File: src/include/cmp_regs_defines.svh
`ifndef CMP_REGS_DEFINES_SVH
`define CMP_REGS_DEFINES_SVH

// Register indices; byte address is four times the index
`define IDX_EVENT_CONTROL 8'h02
`define IDX_IRQ_ENABLE_CLEAR 8'h04
`define IDX_IRQ_ENABLE_SET 8'h05
`define IDX_IRQ_FLAGS 8'h06
`define IDX_COMPARATOR_STATE 8'h08
`define IDX_CMP_READY_STATUS 8'h09
`define IDX_UNIT_CONFIG 8'h10

// Shared bit positions of the enable and flag registers
`define BIT_CMP0 0
`define BIT_CMP1 1
`define BIT_WIN 4

// Event control fields
`define EVC_START_LSB 8
`define EVC_WIN_OUT_BIT 4

// Comparator state fields
`define STATE_WPOS_LSB 4

// Unit configuration fields
`define CFG_ENABLE_BIT 0
`define CFG_WIN_EN_BIT 1
`define CFG_WIN_SEL_LSB 2
`define CFG_CMP_SEL_LSB 4

// Reset values
`define RST_EVENT_CONTROL 16'h0000
`define RST_IRQ_ENABLE 8'h00
`define RST_IRQ_FLAGS 8'h00
`define RST_UNIT_CONFIG 8'h00

`endif

File: src/include/cmp_regs_pkg.sv
package cmp_regs_pkg;

	typedef enum logic [1:0] {
		CMP_IRQ_TOGGLE = 2'h0,
		CMP_IRQ_RISING = 2'h1,
		CMP_IRQ_FALLING = 2'h2,
		CMP_IRQ_DONE = 2'h3
	} cmp_irq_sel_t;

	typedef enum logic [1:0] {
		WIN_ABOVE = 2'h0,
		WIN_INSIDE = 2'h1,
		WIN_BELOW = 2'h2,
		WIN_OUTSIDE = 2'h3
	} win_code_t;

	typedef struct packed {
		logic [1:0] evt_start_en;
		logic win_evt_out_en;
		logic [1:0] evt_out_en;
		logic [1:0] cmp_ien;
		logic win_ien;
		logic [1:0] cmp_flag;
		logic win_flag;
		logic unit_en;
		logic win_en;
		logic [1:0] win_sel;
		logic [3:0] cmp_sel;
		logic [1:0] prev_out;
		logic [1:0] prev_ready;
		logic prev_win_hit;
		logic [1:0] start;
		logic [1:0] evt_out;
		logic win_evt;
		logic irq;
		logic [31:0] prdata;
		logic pready;
		logic pslverr;
	} regs_t;

endpackage

File: src/core/comparator_event_irq_status_regs.sv
// Chosen here: the APB slave port.
`timescale 1ns/10ps
`include "cmp_regs_defines.svh"
// Operation
// RQ1 - Comparator start bit set: any incoming event starts a comparison; clear: none.
// RQ2 - Any of several incoming events triggers the action; source not reported.
// RQ3 - Window event produced only while window event output enable is one.
// RQ4 - Comparator event produced only while its event output enable is one.
// RQ5 - Event control writes accepted only while the comparator unit is disabled.
// RQ6 - Enable-clear reads current enables; writing one disables; zero no effect.
// RQ7 - Enable-clear and enable-set share one set of enable bits.
// RQ8 - Enable-set window bit: one enables, zero no effect, reads enable state.
// RQ9 - Enable-set comparator bit: one enables that interrupt, zero leaves it.
// RQ10 - Window flag set per window selection; interrupts when flag and enable both one.
// RQ11 - Writing one clears window flag; zero leaves it.
// RQ12 - Comparator flag set per its selection; interrupts when flag and enable set.
// RQ13 - Writing one clears comparator flag; zero leaves it; reads show status.
// RQ14 - Unimplemented comparator flag bits read as zero.
// RQ15 - Window position field: 0 above, 1 inside, 2 below, 3 reserved.
// RQ16 - Comparator state bit shows comparator output, valid while ready is one.
// RQ17 - Ready bit set while comparator output is ready, clear otherwise.
// RQ18 - Window selection: 0 above, 1 inside, 2 below, 3 outside.
// RQ19 - Single interrupt output is OR of every flag ANDed with its enable.
module comparator_event_irq_status_regs
	import cmp_regs_pkg::*;
(
	input wire logic pclk,
	input wire logic presetn,
	input wire logic [7:0] paddr,
	input wire logic psel,
	input wire logic penable,
	input wire logic pwrite,
	input wire logic [31:0] pwdata,
	output logic [31:0] prdata,
	output logic pready,
	output logic pslverr,
	input wire logic [3:0] start_event_in,
	input wire logic [1:0] cmp_output_state,
	input wire logic [1:0] cmp_output_valid,
	output logic [1:0] cmp_start,
	output logic [1:0] cmp_event_out,
	output logic window_event_out,
	output logic unit_enable,
	output logic irq
);

	regs_t state_reg;
	regs_t state_next;

	function automatic logic [7:0] byte_addr(input logic [7:0] idx);
		byte_addr = {idx[5:0], 2'b00};
	endfunction

	// Flag condition for one comparator from its selection
	function automatic logic cmp_hit(input cmp_irq_sel_t sel, input logic out_now,
		input logic out_prev, input logic rdy_now, input logic rdy_prev);
		logic both;
		both = rdy_now & rdy_prev;
		case (sel)
			CMP_IRQ_TOGGLE: cmp_hit = both & (out_now ^ out_prev);
			CMP_IRQ_RISING: cmp_hit = both & out_now & ~out_prev;
			CMP_IRQ_FALLING: cmp_hit = both & ~out_now & out_prev;
			CMP_IRQ_DONE: cmp_hit = rdy_now & ~rdy_prev;
			default: cmp_hit = 1'b0;
		endcase
	endfunction

	// Upper comparator is 0, lower comparator is 1
	function automatic win_code_t win_pos(input logic [1:0] outs);
		if (outs[0]) begin
			win_pos = WIN_ABOVE;
		end else if (outs[1]) begin
			win_pos = WIN_INSIDE;
		end else begin
			win_pos = WIN_BELOW;
		end
	endfunction

	logic [1:0] hit;
	logic access;
	logic wr;
	logic rd_setup;
	logic both_ready;
	logic win_hit;
	win_code_t pos;

	genvar gi;
	generate
		for (gi = 0; gi < 2; gi++) begin : g_cmp
			assign hit[gi] = cmp_hit(cmp_irq_sel_t'(state_reg.cmp_sel[2*gi +: 2]),
				cmp_output_state[gi], state_reg.prev_out[gi],
				cmp_output_valid[gi], state_reg.prev_ready[gi]); // RQ12
		end
	endgenerate

	assign access = psel & penable & state_reg.pready;
	assign wr = access & pwrite;
	assign rd_setup = psel & ~penable & ~state_reg.pready;
	assign both_ready = &cmp_output_valid;
	assign pos = win_pos(cmp_output_state); // RQ15

	always_comb begin
		case (win_code_t'(state_reg.win_sel))
			WIN_ABOVE: win_hit = pos == WIN_ABOVE; // RQ18
			WIN_INSIDE: win_hit = pos == WIN_INSIDE;
			WIN_BELOW: win_hit = pos == WIN_BELOW;
			WIN_OUTSIDE: win_hit = pos != WIN_INSIDE;
			default: win_hit = 1'b0;
		endcase
		win_hit = win_hit & state_reg.win_en & both_ready;
	end

	always_comb begin
		logic [7:0] rd;
		logic [1:0] cmp_clr;
		logic win_clr;
		logic win_rise;
		rd = 8'h00;
		cmp_clr = 2'b00;
		win_clr = 1'b0;
		win_rise = win_hit & ~state_reg.prev_win_hit;
		state_next = state_reg;

		// Bus write side
		if (wr) begin
			if (paddr == byte_addr(`IDX_EVENT_CONTROL) && !state_reg.unit_en) begin // RQ5
				state_next.evt_start_en = pwdata[`EVC_START_LSB +: 2];
				state_next.win_evt_out_en = pwdata[`EVC_WIN_OUT_BIT];
				state_next.evt_out_en = pwdata[1:0];
			end
			if (paddr == byte_addr(`IDX_IRQ_ENABLE_CLEAR)) begin
				state_next.cmp_ien = state_reg.cmp_ien & ~pwdata[1:0]; // RQ6
				state_next.win_ien = state_reg.win_ien & ~pwdata[`BIT_WIN];
			end
			if (paddr == byte_addr(`IDX_IRQ_ENABLE_SET)) begin
				state_next.cmp_ien = state_reg.cmp_ien | pwdata[1:0]; // RQ9
				state_next.win_ien = state_reg.win_ien | pwdata[`BIT_WIN]; // RQ8
			end
			if (paddr == byte_addr(`IDX_IRQ_FLAGS)) begin
				cmp_clr = pwdata[1:0]; // RQ13
				win_clr = pwdata[`BIT_WIN]; // RQ11
			end
			if (paddr == byte_addr(`IDX_UNIT_CONFIG)) begin
				state_next.unit_en = pwdata[`CFG_ENABLE_BIT];
				state_next.win_en = pwdata[`CFG_WIN_EN_BIT];
				state_next.win_sel = pwdata[`CFG_WIN_SEL_LSB +: 2];
				state_next.cmp_sel = pwdata[`CFG_CMP_SEL_LSB +: 4];
			end
		end

		// Set wins over a simultaneous clear
		state_next.cmp_flag = (state_reg.cmp_flag & ~cmp_clr) | hit; // RQ12
		state_next.win_flag = (state_reg.win_flag & ~win_clr) | win_rise; // RQ10

		state_next.prev_out = cmp_output_state;
		state_next.prev_ready = cmp_output_valid;
		state_next.prev_win_hit = win_hit;
		state_next.start = state_reg.evt_start_en & {2{|start_event_in}}; // RQ1 RQ2
		state_next.evt_out = state_reg.evt_out_en & hit; // RQ4
		state_next.win_evt = state_reg.win_evt_out_en & win_rise; // RQ3
		state_next.irq = |(state_next.cmp_flag & state_next.cmp_ien)
			| (state_next.win_flag & state_next.win_ien); // RQ19

		// Read decode, captured in the setup cycle
		case (paddr)
			byte_addr(`IDX_EVENT_CONTROL): begin
				rd = {3'b000, state_reg.win_evt_out_en, 2'b00, state_reg.evt_out_en};
			end
			byte_addr(`IDX_IRQ_ENABLE_CLEAR), byte_addr(`IDX_IRQ_ENABLE_SET): begin
				rd = {3'b000, state_reg.win_ien, 2'b00, state_reg.cmp_ien}; // RQ7
			end
			byte_addr(`IDX_IRQ_FLAGS): begin
				rd = {3'b000, state_reg.win_flag, 2'b00, state_reg.cmp_flag}; // RQ14
			end
			byte_addr(`IDX_COMPARATOR_STATE): begin
				rd = {2'b00, state_reg.win_en ? pos : WIN_ABOVE, 2'b00, cmp_output_state}; // RQ16
			end
			byte_addr(`IDX_CMP_READY_STATUS): begin
				rd = {6'b000000, cmp_output_valid}; // RQ17
			end
			byte_addr(`IDX_UNIT_CONFIG): begin
				rd = {state_reg.cmp_sel, state_reg.win_sel, state_reg.win_en, state_reg.unit_en};
			end
			default: begin
				rd = 8'h00;
			end
		endcase

		state_next.pready = rd_setup;
		if (rd_setup) begin
			state_next.prdata = 32'h00000000;
			if (paddr == byte_addr(`IDX_EVENT_CONTROL)) begin
				state_next.prdata = {22'h0, state_reg.evt_start_en, rd};
			end else if (!pwrite) begin
				state_next.prdata = {24'h000000, rd};
			end
			state_next.pslverr = !(paddr == byte_addr(`IDX_EVENT_CONTROL)
				|| paddr == byte_addr(`IDX_IRQ_ENABLE_CLEAR)
				|| paddr == byte_addr(`IDX_IRQ_ENABLE_SET)
				|| paddr == byte_addr(`IDX_IRQ_FLAGS)
				|| paddr == byte_addr(`IDX_COMPARATOR_STATE)
				|| paddr == byte_addr(`IDX_CMP_READY_STATUS)
				|| paddr == byte_addr(`IDX_UNIT_CONFIG));
		end else if (access) begin
			state_next.pslverr = 1'b0;
		end
	end

	always_ff @(posedge pclk or negedge presetn) begin
		if (!presetn) begin
			state_reg <= '0;
		end else begin
			state_reg <= state_next;
		end
	end

	assign prdata = state_reg.prdata;
	assign pready = state_reg.pready;
	assign pslverr = state_reg.pslverr;
	assign cmp_start = state_reg.start;
	assign cmp_event_out = state_reg.evt_out;
	assign window_event_out = state_reg.win_evt;
	assign unit_enable = state_reg.unit_en;
	assign irq = state_reg.irq;
endmodule

File: config.mk
export PLATFORM = sky130hd
export DESIGN_NAME = comparator_event_irq_status_regs
export DESIGN_NICKNAME = d
export VERILOG_FILES = /design/src/include/cmp_regs_pkg.sv /design/src/core/comparator_event_irq_status_regs.sv
export VERILOG_INCLUDE_DIRS = /design/src /design/src/include
export SDC_FILE = /design/constraint.sdc
export NUM_CORES = 1
export LEC_CHECK = 0
export BUFFER_PORTS_ARGS = -buffer_cell sky130_fd_sc_hd__buf_2
export CORE_MARGIN = 1
export CORE_UTILIZATION = 43
export DETAILED_ROUTE_END_ITERATION = 16
export PLACE_DENSITY = 0.75
export SKIP_CTS_REPAIR_TIMING = 1
export SKIP_LAST_GASP = 1
export SLEW_MARGIN = 20
export SYNTH_ARGS = -nofsm -noshare
export SYNTH_HDL_FRONTEND = slang
export SYNTH_SLANG_ARGS = --single-unit
File: constraint.sdc
create_clock -name pclk -period 3.2 [get_ports pclk]
set_clock_uncertainty 0.05 [all_clocks]
set_input_delay 0.8 -clock pclk [delete_from_list [all_inputs] [get_ports pclk]]
set_output_delay 0.8 -clock pclk [all_outputs]
set_load 0.005 [all_outputs]
# Yosys cells after proc, flatten, opt, wreduce, memory -nomap -nowiden
# Index checks and enable logic that the tools add are counted.
# classes
bitwise	51
n_reduce_logical	20
n_eq_ne	19
mux	18
# ops
op	count
case mux 8 bit (6 select lines)	1
AND 1 bit	26
equality test 8 x 5 -> 1 bit, second input constant	3
equality test 8 x 6 -> 1 bit, second input constant	2
equality test 2 bit, second input constant	7
case mux 1 bit (4 select lines)	3
NOT 1 bit	11
AND 2 bit	5
two-way mux 10 bit	1
two-way mux 2 bit	5
two-way mux 3 bit	3
equality test 2 x 1 -> 1 bit, second input constant	4
equality test 8 x 4 -> 1 bit, second input constant	1
equality test 8 x 7 -> 1 bit, second input constant	1
zero test 2 bit	4
two-way mux 8 bit	1
logical OR 1 bit	6
AND reduction 2 bit	3
two-way mux 1 bit	4
NOT 2 bit	2
bitwise OR 2 bit	2
OR reduction 2 bit	2
OR reduction 4 bit	1
bitwise OR 1 bit	3
5 further kinds	7
# word_totals
out_inout_bits	41
regBits	64
wordCells	129
inputBits	53

# Logic depth before layout (Yosys ltp)
# depth
word_depth	10
ltp_mapped	7

# Worst setup path after synthesis
# No wires, ideal clock.
# synth_path
path_type	input port to flip-flop
start	input port paddr[2]
end	register state_reg[59] in the netlist's numbering
path_buffers	2
arrival_time_ns	2.253
stages	6
setup_time_ns	0.125
slack_ns	0.772
t_required_ns	3.025
path_cell_list	buf_6 -> or4b_4 -> nor3_4 -> and3b_1 -> buf_6 -> mux2_4
# synth_between
elab_chain_len	3
# synth_rtl
element	line	rtl
start: declaration	comparator_event_irq_status_regs.sv:29	input wire logic [7:0] paddr,
equality test 8 x 4 -> 1 bit	comparator_event_irq_status_regs.sv:126	if (paddr == byte_addr(`IDX_EVENT_CONTROL) && !state_reg.unit_en) begin
logical AND 1 bit	comparator_event_irq_status_regs.sv:126	
AND reduction 2 bit (no source line)	--	
end signal: assignment	comparator_event_irq_status_regs.sv:213	state_reg <= state_next;
end: declaration	comparator_event_irq_status_regs.sv:47	regs_t state_reg;
# No other way between the ends.
# A chain may end at the register's enable or synchronous reset.

# Final worst setup path
# layout_path
start	input port paddr[1]
end	register state_reg[60] in the netlist's numbering
# Same word-level chain as after synthesis.

==> results.ini <==
[grt]
antenna_found_initial=0
first_global_vias=1632
overflow=0
grt_max_degree=43
grt_pass1_wl_mm=7.63
grt_usage=0.183

[power]
cellPowerDensity_nw_per_um2=382
ir_drop_v=0.000180
p_leak_nw=1.31

[sta]
setup_tns_ps=0
maxSlewViolCount=0
grt_setup_unrepaired=false
fin_crit_ps=2430
relSlewSlack=0.383
fin_crit_sh=0.761
setup_viol=0
timing.fmax_mhz=411
hold_viol=0
tightest_slew_ps=926
worst_slack_ps=765

[yosys]
ys_seq_area_frac=0.448
async_reset_ff_frac=1.00
ys_warn_count=0
synth_ff_type=dfrtp_1
syn-cell-area_um2=2340
synth-edff-count=0
ys_top_cells_by_area=dfrtp_1, buf_4, mux2_2
synthCells=224
yosys.cell_types.count=51
synth_seq_cells=42
synth_area_per_cell_um2=10.5
synth_area_leader_cell=dfrtp_1
synth_top_area_share=0.448

[place]
gp_congestion=0.798
place_hpwl_mm=3.58
post-place-ws_ps=438
numPortBuffers=49

[layout]
mostFrequentLayoutCells=buf_2, dfrtp_1, nand2_1
antenna_cells=0
layout_commonest_cell=buf_2
finish.utilization=0.493
synthToLayoutAreaGrowth_pct=8.70
layout-drive-gt1-share=0.304
largest_reg_flops=23
nets=318

[min_path]
holdPathStages=2
min-delay-start=prdata[7]
hold_path.class=reg -> reg
min_to=prdata[7]

[clocking]
clk_pin_slew_worst_paths_ps=80
insertion_delay_ps=300
cts_tree=built
numCtsBuffers=5
cts.sinks=42
clockBufferDepth=2
root_buffer=clkbuf_8
htree_levels=2

[floorplanning]
dieArea_um2=5750
fp.coreArea_um2=5170
rows=26
start_util=0.453
ios=94
fp.dieW_um=75.8
die_y_um=75.8

[drt]
wirelength_mm=4.74
drt_iter0_drc=91
routed-via-count=1703
route.detailed.drc=0
wl_per_cell_um=14.2
detail-route-antenna-nets=0
vias_per_cell=5.11
first_pass_iters=4

[setup_path]
path_class=in -> reg
reg2reg_slack_ps=1220
worstPathRequired_ps=3340
r2r-end=irq
arrival_ps=2570
worst_setup_path_start_kind=input port
cp-end-kind=flop
path_max_fanout=6
r2r-start=state_reg[49]
ff2ff_path_depth=7

[flow_run]
max-cap-violations=0

[status]
status=completed

[power breakdown]
group	internal [W]	leakage [nW]	switching (W)
logic	0.0000311	0.706	0.0000548
clock network	0.000153	0.0441	0.000191
registers	0.000538	0.563	0.00000495
[stage by stage]
step	cell area [um2]	instances	power, W	hold WS (ps)
6_report	2550	333	0.000973	419
3_5_place_dp	2460	325	0.000640	406
2_1_floorplan	2420	245	0.000611	390
5_1_grt	2550	333	0.00101	455
3_3_place_gp	2460	325	0.000637	400
4_1_cts	2550	333	0.000978	425
[kinds of logic after synthesis]
| logic type | synth area share |
|---|---|
| buffers and inverters | 0.149 |
| muxes | 0.0838 |
| and+or+nand+nor | 0.203 |
| xor gates and xnor gates | 0.00374 |
| DFF | 0.448 |
| AOI/OAI and AO/OA | 0.0945 |
| adders and majority gates | 0.0160 |
| other | 0.00160 |
[worst max path at each step]
stage                     startpoint       endpoint  slack (ps)  depth (start not counted)
after floorplan             paddr[2]  state_reg[59]         770                          6
after global placement      paddr[2]  state_reg[63]         480                          5
after CTS                   paddr[1]  state_reg[60]         760                          5
after detailed placement    paddr[1]  state_reg[60]         440                          5
final                       paddr[1]  state_reg[60]         770                          5
after global routing        paddr[1]  state_reg[62]         720                          5
[per-layer routing]
| metal | track usage | vias up | part of all wire |
|---|---|---|---|
| li1 | - | 802 | - |
| met1 | 0.234 | 835 | 0.44 |
| met2 | 0.297 | 59 | 0.48 |
| met3 | 0.0556 | 7 | 0.060 |
| met4 | 0.0576 | 0 | 0.012 |
| met5 | 0 | - | 0 |
[critical path, cell delays in order]
cell	delay, ps
buf_2	120
or4b_4	560
nor3_4	310
and3b_1	450
mux2_4	340
[Yosys cell counts, types with 4 or more instances]
| cell | count |
|---|---|
| o21ai_0 | 8 |
| nor2_1 | 5 |
| and3_1 | 4 |
| a21oi_1 | 5 |
| dfrtp_1 | 42 |
| nor2b_1 | 6 |
| nand2_1 | 23 |
| inv_1 | 10 |
| buf_4 | 36 |
| mux2_2 | 9 |
| nand3_1 | 8 |
| mux2_4 | 5 |
| a22oi_1 | 5 |
[final cells by class]
class	count	area, um2
Clock inverter	3	21.3
Clock buffer	5	68.8
Fill cell	498	2620
Sequential cell	42	1050
Timing Repair Buffer	51	260
Tap cell	70	87.6
Multi-Input combinational cell	152	1020
Inverter	10	37.5
Power figures use the tool's default switching activity.
